<file path="src/include/ddf_pkg.sv">
package ddf_pkg;
    // ====================================================================
    // Clock and timing
    localparam int CLK_PERIOD_NS     = 4;
    localparam int T_SETUP_NS        = 12;
    localparam int T_WE_PULSE_NS     = 40;
    localparam int T_READ_ACCESS_NS  = 120;
    localparam int T_HOLD_NS         = 20;
    localparam int T_BUSY_SETTLE_NS  = 100;
    localparam int T_RESET_PULSE_NS  = 500;
    localparam int T_RESET_REC_NS    = 200;
    localparam logic [7:0] SETUP_CYC  = 8'((T_SETUP_NS + CLK_PERIOD_NS - 1) / CLK_PERIOD_NS);
    localparam logic [7:0] WE_CYC     = 8'((T_WE_PULSE_NS + CLK_PERIOD_NS - 1) / CLK_PERIOD_NS);
    localparam logic [7:0] READ_CYC   =
        8'((T_READ_ACCESS_NS + CLK_PERIOD_NS - 1) / CLK_PERIOD_NS);
    localparam logic [7:0] HOLD_CYC   = 8'((T_HOLD_NS + CLK_PERIOD_NS - 1) / CLK_PERIOD_NS);
    localparam logic [7:0] SETTLE_CYC =
        8'((T_BUSY_SETTLE_NS + CLK_PERIOD_NS - 1) / CLK_PERIOD_NS);
    localparam logic [7:0] RESET_CYC  =
        8'((T_RESET_PULSE_NS + CLK_PERIOD_NS - 1) / CLK_PERIOD_NS);
    localparam logic [7:0] RESREC_CYC =
        8'((T_RESET_REC_NS + CLK_PERIOD_NS - 1) / CLK_PERIOD_NS);

    // ====================================================================
    // Address map
    localparam int ADDR_W      = 27;
    localparam int DATA_W      = 16;
    localparam int DIE_BIT     = 26;
    localparam int SECTOR_LSB  = 16;
    localparam int SECTOR_COUNT = 2048;
    localparam logic [26:0] DIE0_BASE    = 27'h0000000;
    localparam logic [26:0] DIE1_BASE    = 27'h4000000;
    localparam logic [26:0] UNLOCK1_ADDR = 27'h0000555;
    localparam logic [26:0] UNLOCK2_ADDR = 27'h00002AA;
    localparam logic [26:0] SECTOR_MASK  = 27'h7FF0000;
    localparam logic [9:0]  LAST_DIE_SECTOR = 10'h3FF;

    // ====================================================================
    // Command data
    localparam logic [15:0] UNLOCK1_DATA = 16'h00AA;
    localparam logic [15:0] UNLOCK2_DATA = 16'h0055;
    localparam logic [15:0] ERASE_SETUP  = 16'h0080;
    localparam logic [15:0] SECTOR_ERASE = 16'h0030;
    localparam logic [15:0] PROGRAM_CMD  = 16'h00A0;
    localparam logic [2:0]  ERASE_STEPS  = 3'h6;
    localparam logic [2:0]  PROG_STEPS   = 3'h4;

    typedef enum logic [1:0] {
        OP_READ    = 2'b00,
        OP_PROGRAM = 2'b01,
        OP_ERASE   = 2'b10,
        OP_RESET   = 2'b11
    } ddf_op_e;

    typedef struct packed {
        logic [26:0] addr;
        logic [15:0] data;
    } ddf_step_s;
endpackage

</file>
<file path="src/include/ddf_cyc_if.sv">
`timescale 1ns/100ps
interface ddf_cyc_if;
    logic        req;
    logic        wr;
    logic [26:0] addr;
    logic [15:0] wdata;
    logic [15:0] rdata;
    logic        done;

    modport master (output req, output wr, output addr, output wdata,
                    input rdata, input done);
    modport slave  (input req, input wr, input addr, input wdata,
                    output rdata, output done);
endinterface

</file>
<file path="src/design/ddf_bus_cycle.sv">
`timescale 1ns/100ps
module ddf_bus_cycle
    import ddf_pkg::*;
(
    input  wire logic    mclk,
    input  wire logic    nrst,
    ddf_cyc_if.slave     cyc,
    output logic [26:0]  flashAddr,
    input  wire logic [15:0] flashDqIn,
    output logic [15:0]  flashDqOut,
    output logic         flashDqOe,
    output logic         flashCeN,
    output logic         flashOeN,
    output logic         flashWeN
);
    typedef enum logic [1:0] {
        BC_IDLE   = 2'b00,
        BC_SETUP  = 2'b01,
        BC_STROBE = 2'b10,
        BC_HOLD   = 2'b11
    } ddf_bc_e;

    ddf_bc_e    state;
    logic [7:0] cnt;
    logic       isWrite;

    // ====================================================================
    // Cycle sequencer
    always_ff @(posedge mclk) begin
        if (!nrst) begin
            state <= BC_IDLE;
            cnt   <= 8'h00;
        end else begin
            unique case (state)
                BC_IDLE: begin
                    if (cyc.req) begin
                        state <= BC_SETUP;
                        cnt   <= SETUP_CYC;
                    end
                end
                BC_SETUP: begin
                    if (cnt == 8'h01) begin
                        state <= BC_STROBE;
                        cnt   <= isWrite ? WE_CYC : READ_CYC;
                    end else begin
                        cnt <= cnt - 8'h01;
                    end
                end
                BC_STROBE: begin
                    if (cnt == 8'h01) begin
                        state <= BC_HOLD;
                        cnt   <= HOLD_CYC;
                    end else begin
                        cnt <= cnt - 8'h01;
                    end
                end
                BC_HOLD: begin
                    if (cnt == 8'h01) begin
                        state <= BC_IDLE;
                    end else begin
                        cnt <= cnt - 8'h01;
                    end
                end
            endcase
        end
    end

    // ====================================================================
    // Pin drive, one chip enable shared by both dies
    always_ff @(posedge mclk) begin
        if (!nrst) begin
            isWrite    <= 1'b0;
            flashAddr  <= 27'h0000000;
            flashDqOut <= 16'h0000;
            flashDqOe  <= 1'b0;
            flashCeN   <= 1'b1;
            flashOeN   <= 1'b1;
            flashWeN   <= 1'b1;
        end else begin
            if (state == BC_IDLE && cyc.req) begin
                isWrite    <= cyc.wr;
                flashAddr  <= cyc.addr;
                flashDqOut <= cyc.wdata;
                flashDqOe  <= cyc.wr;
                flashCeN   <= 1'b0;
            end else if (state == BC_HOLD && cnt == 8'h01) begin
                flashCeN  <= 1'b1;
                flashDqOe <= 1'b0;
            end
            flashWeN <= !(isWrite && ((state == BC_SETUP && cnt == 8'h01)
                        || (state == BC_STROBE && cnt != 8'h01)));
            flashOeN <= !(!isWrite && ((state == BC_SETUP && cnt == 8'h01)
                        || (state == BC_STROBE && cnt != 8'h01)));
        end
    end

    always_ff @(posedge mclk) begin
        if (!nrst) begin
            cyc.rdata <= 16'h0000;
            cyc.done  <= 1'b0;
        end else begin
            if (state == BC_STROBE && cnt == 8'h01 && !isWrite) begin
                cyc.rdata <= flashDqIn;
            end
            cyc.done <= (state == BC_HOLD && cnt == 8'h02) ||
                        (state == BC_HOLD && HOLD_CYC == 8'h01);
        end
    end
endmodule // ddf_bus_cycle

</file>
<file path="src/design/ddf_host.sv">
`timescale 1ns/100ps
// Notes on behaviour
// - The host adds the die base address, zero or the second die offset, to command addresses.
// - Sector erase is 555/AA, 2AA/55, 555/80, 555/AA, 2AA/55, then sector address with 30.
// - The host drives the top address bit to the target die during both unlock cycles.
// - The host steers every command address argument to the right die by the top bit.
// - Program and erase completion is taken from the single readyBusyN input, not from one die.
module ddf_host
    import ddf_pkg::*;
(
    input  wire logic        mclk,
    input  wire logic        nrst,
    input  wire logic        cmdValid,
    output logic             cmdReady,
    input  wire logic [1:0]  cmdOp,
    input  wire logic [26:0] cmdAddr,
    input  wire logic [15:0] cmdData,
    output logic             rspValid,
    output logic             rspError,
    output logic [15:0]      rspData,
    input  wire logic        protectOuter,
    input  wire logic        accelEnable,
    output logic [26:0]      flashAddr,
    input  wire logic [15:0] flashDqIn,
    output logic [15:0]      flashDqOut,
    output logic             flashDqOe,
    output logic             flashCeN,
    output logic             flashOeN,
    output logic             flashWeN,
    output logic             flashResetN,
    output logic             flashWpN,
    output logic             flashWpElevate,
    output logic             reservedTestInput,
    input  wire logic        readyBusyN
);
    typedef enum logic [2:0] {
        ST_RSTLOW = 3'b000,
        ST_RSTREC = 3'b001,
        ST_IDLE   = 3'b010,
        ST_WRITE  = 3'b011,
        ST_READ   = 3'b100,
        ST_SETTLE = 3'b101,
        ST_BUSY   = 3'b110,
        ST_RESP   = 3'b111
    } ddf_st_e;

    ddf_cyc_if cyc ();

    ddf_st_e     state;
    ddf_op_e     curOp;
    logic [26:0] curAddr;
    logic [15:0] curData;
    logic [2:0]  stepIdx;
    logic [7:0]  waitCnt;
    logic        refuse;
    ddf_step_s   step;
    logic [26:0] dieBase;
    logic [2:0]  lastStep;

    // ====================================================================
    // Command step table
    always_comb begin
        dieBase = curAddr[DIE_BIT] ? DIE1_BASE : DIE0_BASE;
        step    = '{addr: dieBase | UNLOCK1_ADDR, data: UNLOCK1_DATA};
        unique case (stepIdx)
            3'h0: step = '{addr: dieBase | UNLOCK1_ADDR, data: UNLOCK1_DATA};
            3'h1: step = '{addr: dieBase | UNLOCK2_ADDR, data: UNLOCK2_DATA};
            3'h2: step = '{addr: dieBase | UNLOCK1_ADDR,
                           data: (curOp == OP_ERASE) ? ERASE_SETUP : PROGRAM_CMD};
            3'h3: step = (curOp == OP_ERASE) ?
                         '{addr: dieBase | UNLOCK1_ADDR, data: UNLOCK1_DATA} :
                         '{addr: curAddr, data: curData};
            3'h4: step = '{addr: dieBase | UNLOCK2_ADDR, data: UNLOCK2_DATA};
            3'h5: step = '{addr: curAddr & SECTOR_MASK, data: SECTOR_ERASE};
            default: step = '{addr: dieBase | UNLOCK1_ADDR, data: UNLOCK1_DATA};
        endcase
        lastStep = (curOp == OP_ERASE) ? ERASE_STEPS - 3'h1 : PROG_STEPS - 3'h1;
        // Outermost sector of either die: index 0 or last within the die
        refuse = protectOuter && (cmdOp == OP_ERASE || cmdOp == OP_PROGRAM) &&
                 (cmdAddr[25:16] == 10'h000 || cmdAddr[25:16] == LAST_DIE_SECTOR);
    end

    assign cmdReady          = (state == ST_IDLE);
    assign cyc.addr          = (state == ST_READ) ? curAddr : step.addr;
    assign cyc.wdata         = step.data;
    assign cyc.wr            = (state == ST_WRITE);
    assign reservedTestInput = 1'b0;

    // ====================================================================
    // Main sequencer
    always_ff @(posedge mclk) begin
        if (!nrst) begin
            state   <= ST_RSTLOW;
            waitCnt <= RESET_CYC;
            stepIdx <= 3'h0;
            cyc.req <= 1'b0;
        end else begin
            unique case (state)
                ST_RSTLOW: begin
                    if (waitCnt == 8'h01) begin
                        state   <= ST_RSTREC;
                        waitCnt <= RESREC_CYC;
                    end else begin
                        waitCnt <= waitCnt - 8'h01;
                    end
                end
                ST_RSTREC: begin
                    if (waitCnt == 8'h01) begin
                        state <= ST_RESP;
                    end else begin
                        waitCnt <= waitCnt - 8'h01;
                    end
                end
                ST_IDLE: begin
                    stepIdx <= 3'h0;
                    if (cmdValid) begin
                        if (refuse) begin
                            state <= ST_RESP;
                        end else begin
                            unique case (ddf_op_e'(cmdOp))
                                OP_READ:    state <= ST_READ;
                                OP_PROGRAM: state <= ST_WRITE;
                                OP_ERASE:   state <= ST_WRITE;
                                OP_RESET:   state <= ST_RSTLOW;
                            endcase
                            cyc.req <= (cmdOp != OP_RESET);
                            waitCnt <= RESET_CYC;
                        end
                    end
                end
                ST_WRITE: begin
                    if (cyc.done) begin
                        if (stepIdx == lastStep) begin
                            cyc.req <= 1'b0;
                            state   <= ST_SETTLE;
                            waitCnt <= SETTLE_CYC;
                        end else begin
                            stepIdx <= stepIdx + 3'h1;
                        end
                    end
                end
                ST_READ: begin
                    if (cyc.done) begin
                        cyc.req <= 1'b0;
                        state   <= ST_RESP;
                    end
                end
                ST_SETTLE: begin
                    if (waitCnt == 8'h01) begin
                        state <= ST_BUSY;
                    end else begin
                        waitCnt <= waitCnt - 8'h01;
                    end
                end
                ST_BUSY: begin
                    if (readyBusyN) begin
                        state <= ST_RESP;
                    end
                end
                ST_RESP: begin
                    state <= ST_IDLE;
                end
            endcase
        end
    end

    // ====================================================================
    // Command capture and answer
    always_ff @(posedge mclk) begin
        if (!nrst) begin
            curOp    <= OP_READ;
            curAddr  <= 27'h0000000;
            curData  <= 16'h0000;
            rspValid <= 1'b0;
            rspError <= 1'b0;
            rspData  <= 16'h0000;
        end else begin
            if (state == ST_IDLE && cmdValid) begin
                curOp    <= ddf_op_e'(cmdOp);
                curAddr  <= cmdAddr;
                curData  <= cmdData;
                rspError <= refuse;
            end
            rspValid <= (state == ST_RESP);
            if (state == ST_READ && cyc.done) begin
                rspData <= cyc.rdata;
            end
        end
    end

    // ====================================================================
    // Reset, write protect and acceleration pins
    always_ff @(posedge mclk) begin
        if (!nrst) begin
            flashResetN    <= 1'b0;
            flashWpN       <= 1'b1;
            flashWpElevate <= 1'b0;
        end else begin
            flashResetN    <= !(state == ST_RSTLOW);
            flashWpN       <= !protectOuter;
            flashWpElevate <= accelEnable && !protectOuter;
        end
    end

    ddf_bus_cycle u_bus_cycle (
        .mclk       (mclk),
        .nrst       (nrst),
        .cyc        (cyc.slave),
        .flashAddr  (flashAddr),
        .flashDqIn  (flashDqIn),
        .flashDqOut (flashDqOut),
        .flashDqOe  (flashDqOe),
        .flashCeN   (flashCeN),
        .flashOeN   (flashOeN),
        .flashWeN   (flashWeN)
    );
endmodule // ddf_host

</file>
<file path="config.mk">
export PLATFORM = sky130hd
export DESIGN_NAME = ddf_host
export DESIGN_NICKNAME = d
export VERILOG_FILES = /design/src/include/ddf_pkg.sv /design/src/include/ddf_cyc_if.sv /design/src/design/ddf_bus_cycle.sv /design/src/design/ddf_host.sv
export SDC_FILE = /design/constraint.sdc
export NUM_CORES = 1
export LEC_CHECK = 0
export ABC_AREA = 1
export ABC_CLOCK_PERIOD_IN_PS = 2700
export BUFFER_PORTS_ARGS = -buffer_cell sky130_fd_sc_hd__buf_2
export CORE_AREA = 2 2 133 135
export CTS_BUF_LIST = sky130_fd_sc_hd__clkbuf_4
export DETAILED_ROUTE_END_ITERATION = 12
export DIE_AREA = 0 0 135 137
export GPL_TIMING_DRIVEN = 0
export PLACE_DENSITY = 0.71
export SKIP_CTS_REPAIR_TIMING = 1
export SYNTH_ARGS = -nofsm -noshare
export SYNTH_HDL_FRONTEND = slang
export SYNTH_SLANG_ARGS = --single-unit
</file>
<file path="constraint.sdc">
create_clock -name mclk -period 2.7 [get_ports mclk]
set_input_delay 0.135 -clock mclk [delete_from_list [all_inputs] [get_ports mclk]]
set_output_delay 0.135 -clock mclk [all_outputs]
set_load 0.05 [all_outputs]
</file>
# Yosys cells after proc, flatten, opt, wreduce, memory -nomap -nowiden
# Index checks and enable logic that the tools add are counted.
# classes
addsub	3
muxes	48
n_eq_ne	42
reduce_logical	39
# op_table
operator	n
$pmux W43 S4	1
$mux W8	10
$pmux W8 S4	2
$mux W27	2
$mux W43	1
$mux W3	12
$ne A2 B2 Y1 const B	13
$pmux W3 S8	1
$eq A3 B3 Y1 const B	6
$eq A8 B1 Y1 const B	2
$sub A8 B1 Y8 const B	2
$logic_and A1 B1 Y1	14
$eq A3 B2 Y1 const B	4
$reduce_and A6 Y1	2
$eq A10 B10 Y1 const B	1
$eq A2 B2 Y1 const B	5
$logic_not A10 Y1	1
$mux W1	9
$pmux W3 S3	1
$eq A8 B2 Y1 const B	1
$mux W2	4
$ne A2 B1 Y1 const B	4
$ne A8 B1 Y1 const B	1
$pmux W2 S4	1
other kinds (20)	32
# word_totals
word_cells	156
ff_bits	156

# Depth between registers and ports, before layout
# depth
word_depth	7
ltp_mapped	12

# Hierarchy
# A second synthesis with hierarchy kept.
# hier_totals
cells_unflattened	965
area_unflattened_um2	6956.7
# modules_own_cells
mod	cells_each	area_per_inst_um2	seq_area_each_um2	instances
ddf_host	562	3871.2	1621.6	1
ddf_bus_cycle	403	3085.5	1501.4	1

# Least setup slack after synthesis
# No wires, ideal clock.
# synth_path
path_kind	register -> register
start	register stepIdx[1]
end	register u_bus_cycle.flashAddr[0]
arrival_ps	1562
setup_ps	132
stages_incl_launch_ff	9
slack_ps	1006
cell_sequence	dfxtp_1 > ha_1 > ha_1 > clkbuf_1 > inv_1 > a21oi_1 > a31oi_1 > o21ai_0 > a21oi_1
# synth_between
elab_chain_cells	4
elab_cells_between_ends	8
# synth_lines
element	line	rtl
start: declaration	ddf_host.sv:53	logic [2:0] stepIdx;
start signal: assignment	ddf_host.sv:138	stepIdx <= stepIdx + 3'h1;
$eq A3 B3 Y1 or $eq A3 B1 Y1 (tied branches)	ddf_host.sv:65	unique case (stepIdx)
$reduce_or A2 Y1 (no source line)	n/a	
$pmux W43 S4 *	ddf_host.sv:65	
$mux W27 *	ddf_host.sv:84	assign cyc.addr = (state == ST_READ) ? curAddr : step.addr;
end signal: assignment	ddf_bus_cycle.sv:82	flashAddr <= cyc.addr;
end: declaration	ddf_bus_cycle.sv:8	output logic [26:0] flashAddr,
# Mark *: on every way between the ends. The rest lies on a longest branch, timed or not.
# A chain may end at the register's enable or synchronous reset.

# Worst setup path after layout
# layout_path
start	register stepIdx[1]
end	register u_bus_cycle.flashAddr[8]
# The elaborated chain is that of the path after synthesis.

==> results.cfg <==
[status]
status = complete, no violations

[worst_hold_path]
hold_class = in -> reg
whs_path_depth = 5

[logic_synthesis]
yosys_register_bits = 156
postSynth.asyncResetShare_pct = 0
yosys_warnings = 0
netlist.area_leader.share_pct = 46.5
yosysTopAreaCell = dfxtp_1
synth.distinct_cells = 42
synthFlopType = dfxtp_1
seq_area_frac_synth_pct = 46.5
synthTopCellsByArea = dfxtp_1 47%, nand2_1 9.3%, o21ai_0 8.4%, a21oi_1 6.9%, nand3_1 4.8%
syn_avg_cell_area_um2 = 7.59
synth_edf_count = 0
syn-num-nets = 968
syn_area_um2 = 6710
netlist_instances = 884

[global_route]
antenna_found_initial = 1
grt_pass1_vias = 5777
gr-total-overflow = 0
grt_start_max_net_pins = 17
grt_pass1_wl_mm = 28.5
grt_util_all_layers_pct = 19.4

[setup_path]
cp_data_arrival_time_ns = 2.61
required_ns = 3.14
startpoint_type = register
critPathKind = reg -> reg
ff2ff_path_depth = 8
cp_max_fo = 10
end_kind = register

[clock_tree]
clk_pin_slew_worst_paths_ns = 0.13
cts_tree = built
clk_latency_ns = 0.55
htreeDepth = 4
clk_path_buf_depth = 2
cts-root-buf = clkbuf_4
cts_made_buffers = 17
clock_sinks = 156

[power_and_ir_drop]
switching_share_pct = 40.9
p_switching_w = 0.00280
vdd_drop_max_mv = 0.425
p_clk_share_pct = 20.8
p_seq_share_pct = 42.1
p_leak_nw = 3.73
p_per_area_nw_per_um2 = 798
power_frac_comb_pct = 37.2
intPower_w = 0.00404

[routing]
ant_nets = 0
first_iter_violations = 525
via_per_inst = 5.04
dr.pass1.iters = 6
drc = 0
totalWireLength_mm = 19.2
via_count = 6749
wl_per_cell_um = 14.3

[run]
max-cap-violations = 0

[place]
gp_congestion = 0.880
port_buffers = 135
dp_slack_ns = 0.607
dpl.hpwl_mm = 13.3
placed_area_um2 = 7670

[sta]
tns_ns = 0
tightest_slew_ns = 0.663
setup_ws_ns = 0.530
grt_setup_unrepaired = no
fmax_ghz = 0.461
setup_viol = 0
final-hold-violation-count = 0
min_period_ns = 2.17
maxSlewHeadroom_pct = 55.8
fin_skew_ns = 0.0122
finalCritPeriodShare_pct = 80.4
slew_violations = 0

[layout]
area_delta_synth_final_pct = 27.9
final_cell_mix = 166 x nand2_1, 156 x dfxtp_1, 142 x buf_2, 112 x o21ai_0, 93 x a21oi_1
drive_gt1_share_pct = 19.4
final_area_um2 = 8580
nets = 1185
layout_commonest_cell = nand2_1

[floorplan]
rows = 48
dieArea_um2 = 18500
ios = 137
core_area_um2 = 17100
die_h_um = 137
start_util_pct = 39.3
fp.dieW_um = 135
==> logic make-up (layout without fill, tap and decap cells) <==
kind of cell    Yosys count  after routing  share of synthesized area [%]
other cells               1              2                         0.0559
buf+inv                 129            359                           8.02
flops                   156            156                           46.5
xor+xnor                  8              8                           1.04
compound gates          230            230                           18.0
mux                       1              1                          0.149
fa+ha+maj                17             17                           3.17
simple gates            342            342                           23.0
==> registers in the layout (all words and copies together), names as in the netlist, 2 cells and up <==
register / cells
curAddr: 27
u_bus_cycle.state: 2
state: 3
u_bus_cycle.flashAddr: 27
u_bus_cycle.cnt: 8
u_bus_cycle.flashDqOut: 16
stepIdx: 3
rspData: 16
curData: 16
waitCnt: 8
u_bus_cycle.cyc.rdata: 16
curOp: 2
==> Yosys cell counts, types with 2 or more instances <==
cell type and n:
nand2_2 8, inv_2 7, a31oi_1 12, a21oi_1 93, nor2_1 66, nand2_1 166
o21ai_0 112, nor2_2 4, nand3_2 3, clkbuf_1 25, nand2_4 2, nand4_1 5
xor2_1 4, nor3_1 12, dfxtp_1 156, o21ai_1 2, xnor2_1 4, a32o_1 6
ha_1 17, buf_4 5, nor2_4 6, inv_1 78, buf_6 3, nand3_1 64
buf_2 7
==> per-stage QoR <==
step | power [W] | utilization (%) | hold slack, ns | std cells
after detailed placement | 0.00538 | 45.0 | 0.330 | 1244
after global routing | 0.00731 | 50.3 | 0.0924 | 1340
after CTS | 0.00680 | 46.6 | -0.280 | 1276
after floorplan | 0.00478 | - | 0.197 | 884
final | 0.00685 | 50.3 | 0.0674 | 1340
after global placement | 0.00534 | 45.0 | 0.336 | 1244
==> metal layers <==
| metal | global-route usage [%] | up-vias | wire, um |
|---|---|---|---|
| met5 | 0 | - | 0 |
| met4 | 6.02 | 0 | 337 |
| met3 | 4.78 | 31 | 1060 |
| met2 | 32.0 | 201 | 9240 |
| met1 | 25.1 | 3147 | 8560 |
| li1 | - | 3370 | - |
==> final timing paths <==
path	startpoint	endpoint	slack, ns
setup / recovery	stepIdx[1]	u_bus_cycle.flashAddr[8]	0.53
hold / removal	cmdValid	curOp[1]	0.07
setup reg to reg	stepIdx[1]	u_bus_cycle.flashAddr[8]	0.53
hold reg to reg	curAddr[12]	curAddr[12]	0.46
==> power groups by stage <==
stage	Clock [W]	Sequential [W]	Combinational, W
after floorplan	0	0.00319	0.00158
after global placement	0	0.00292	0.00242
after detailed placement	0	0.00293	0.00246
after CTS	0.00146	0.00288	0.00247
after global routing	0.00154	0.00292	0.00284
final	0.00142	0.00288	0.00254
==> area by class of cell <==
cell class,count,area (um2)
clock buffer,18,135
timing repair buffer,198,1310
sequential,156,3120
clock inverter,14,144
antenna,1,2.50
buffer,42,209
tap,225,282
multi-input combinational,599,3050
inverter,87,329
fill,1713,8480
==> critical path: stages (launching register included) <==
cell,delay [ns]
dfxtp_1,0.43
ha_1,0.18
ha_1,0.16
clkbuf_1,0.31
inv_1,0.12
a21oi_1,0.45
a31oi_1,0.14
o21ai_0,0.16
a21oi_1,0.10
(Power assumes the default switching activity.)
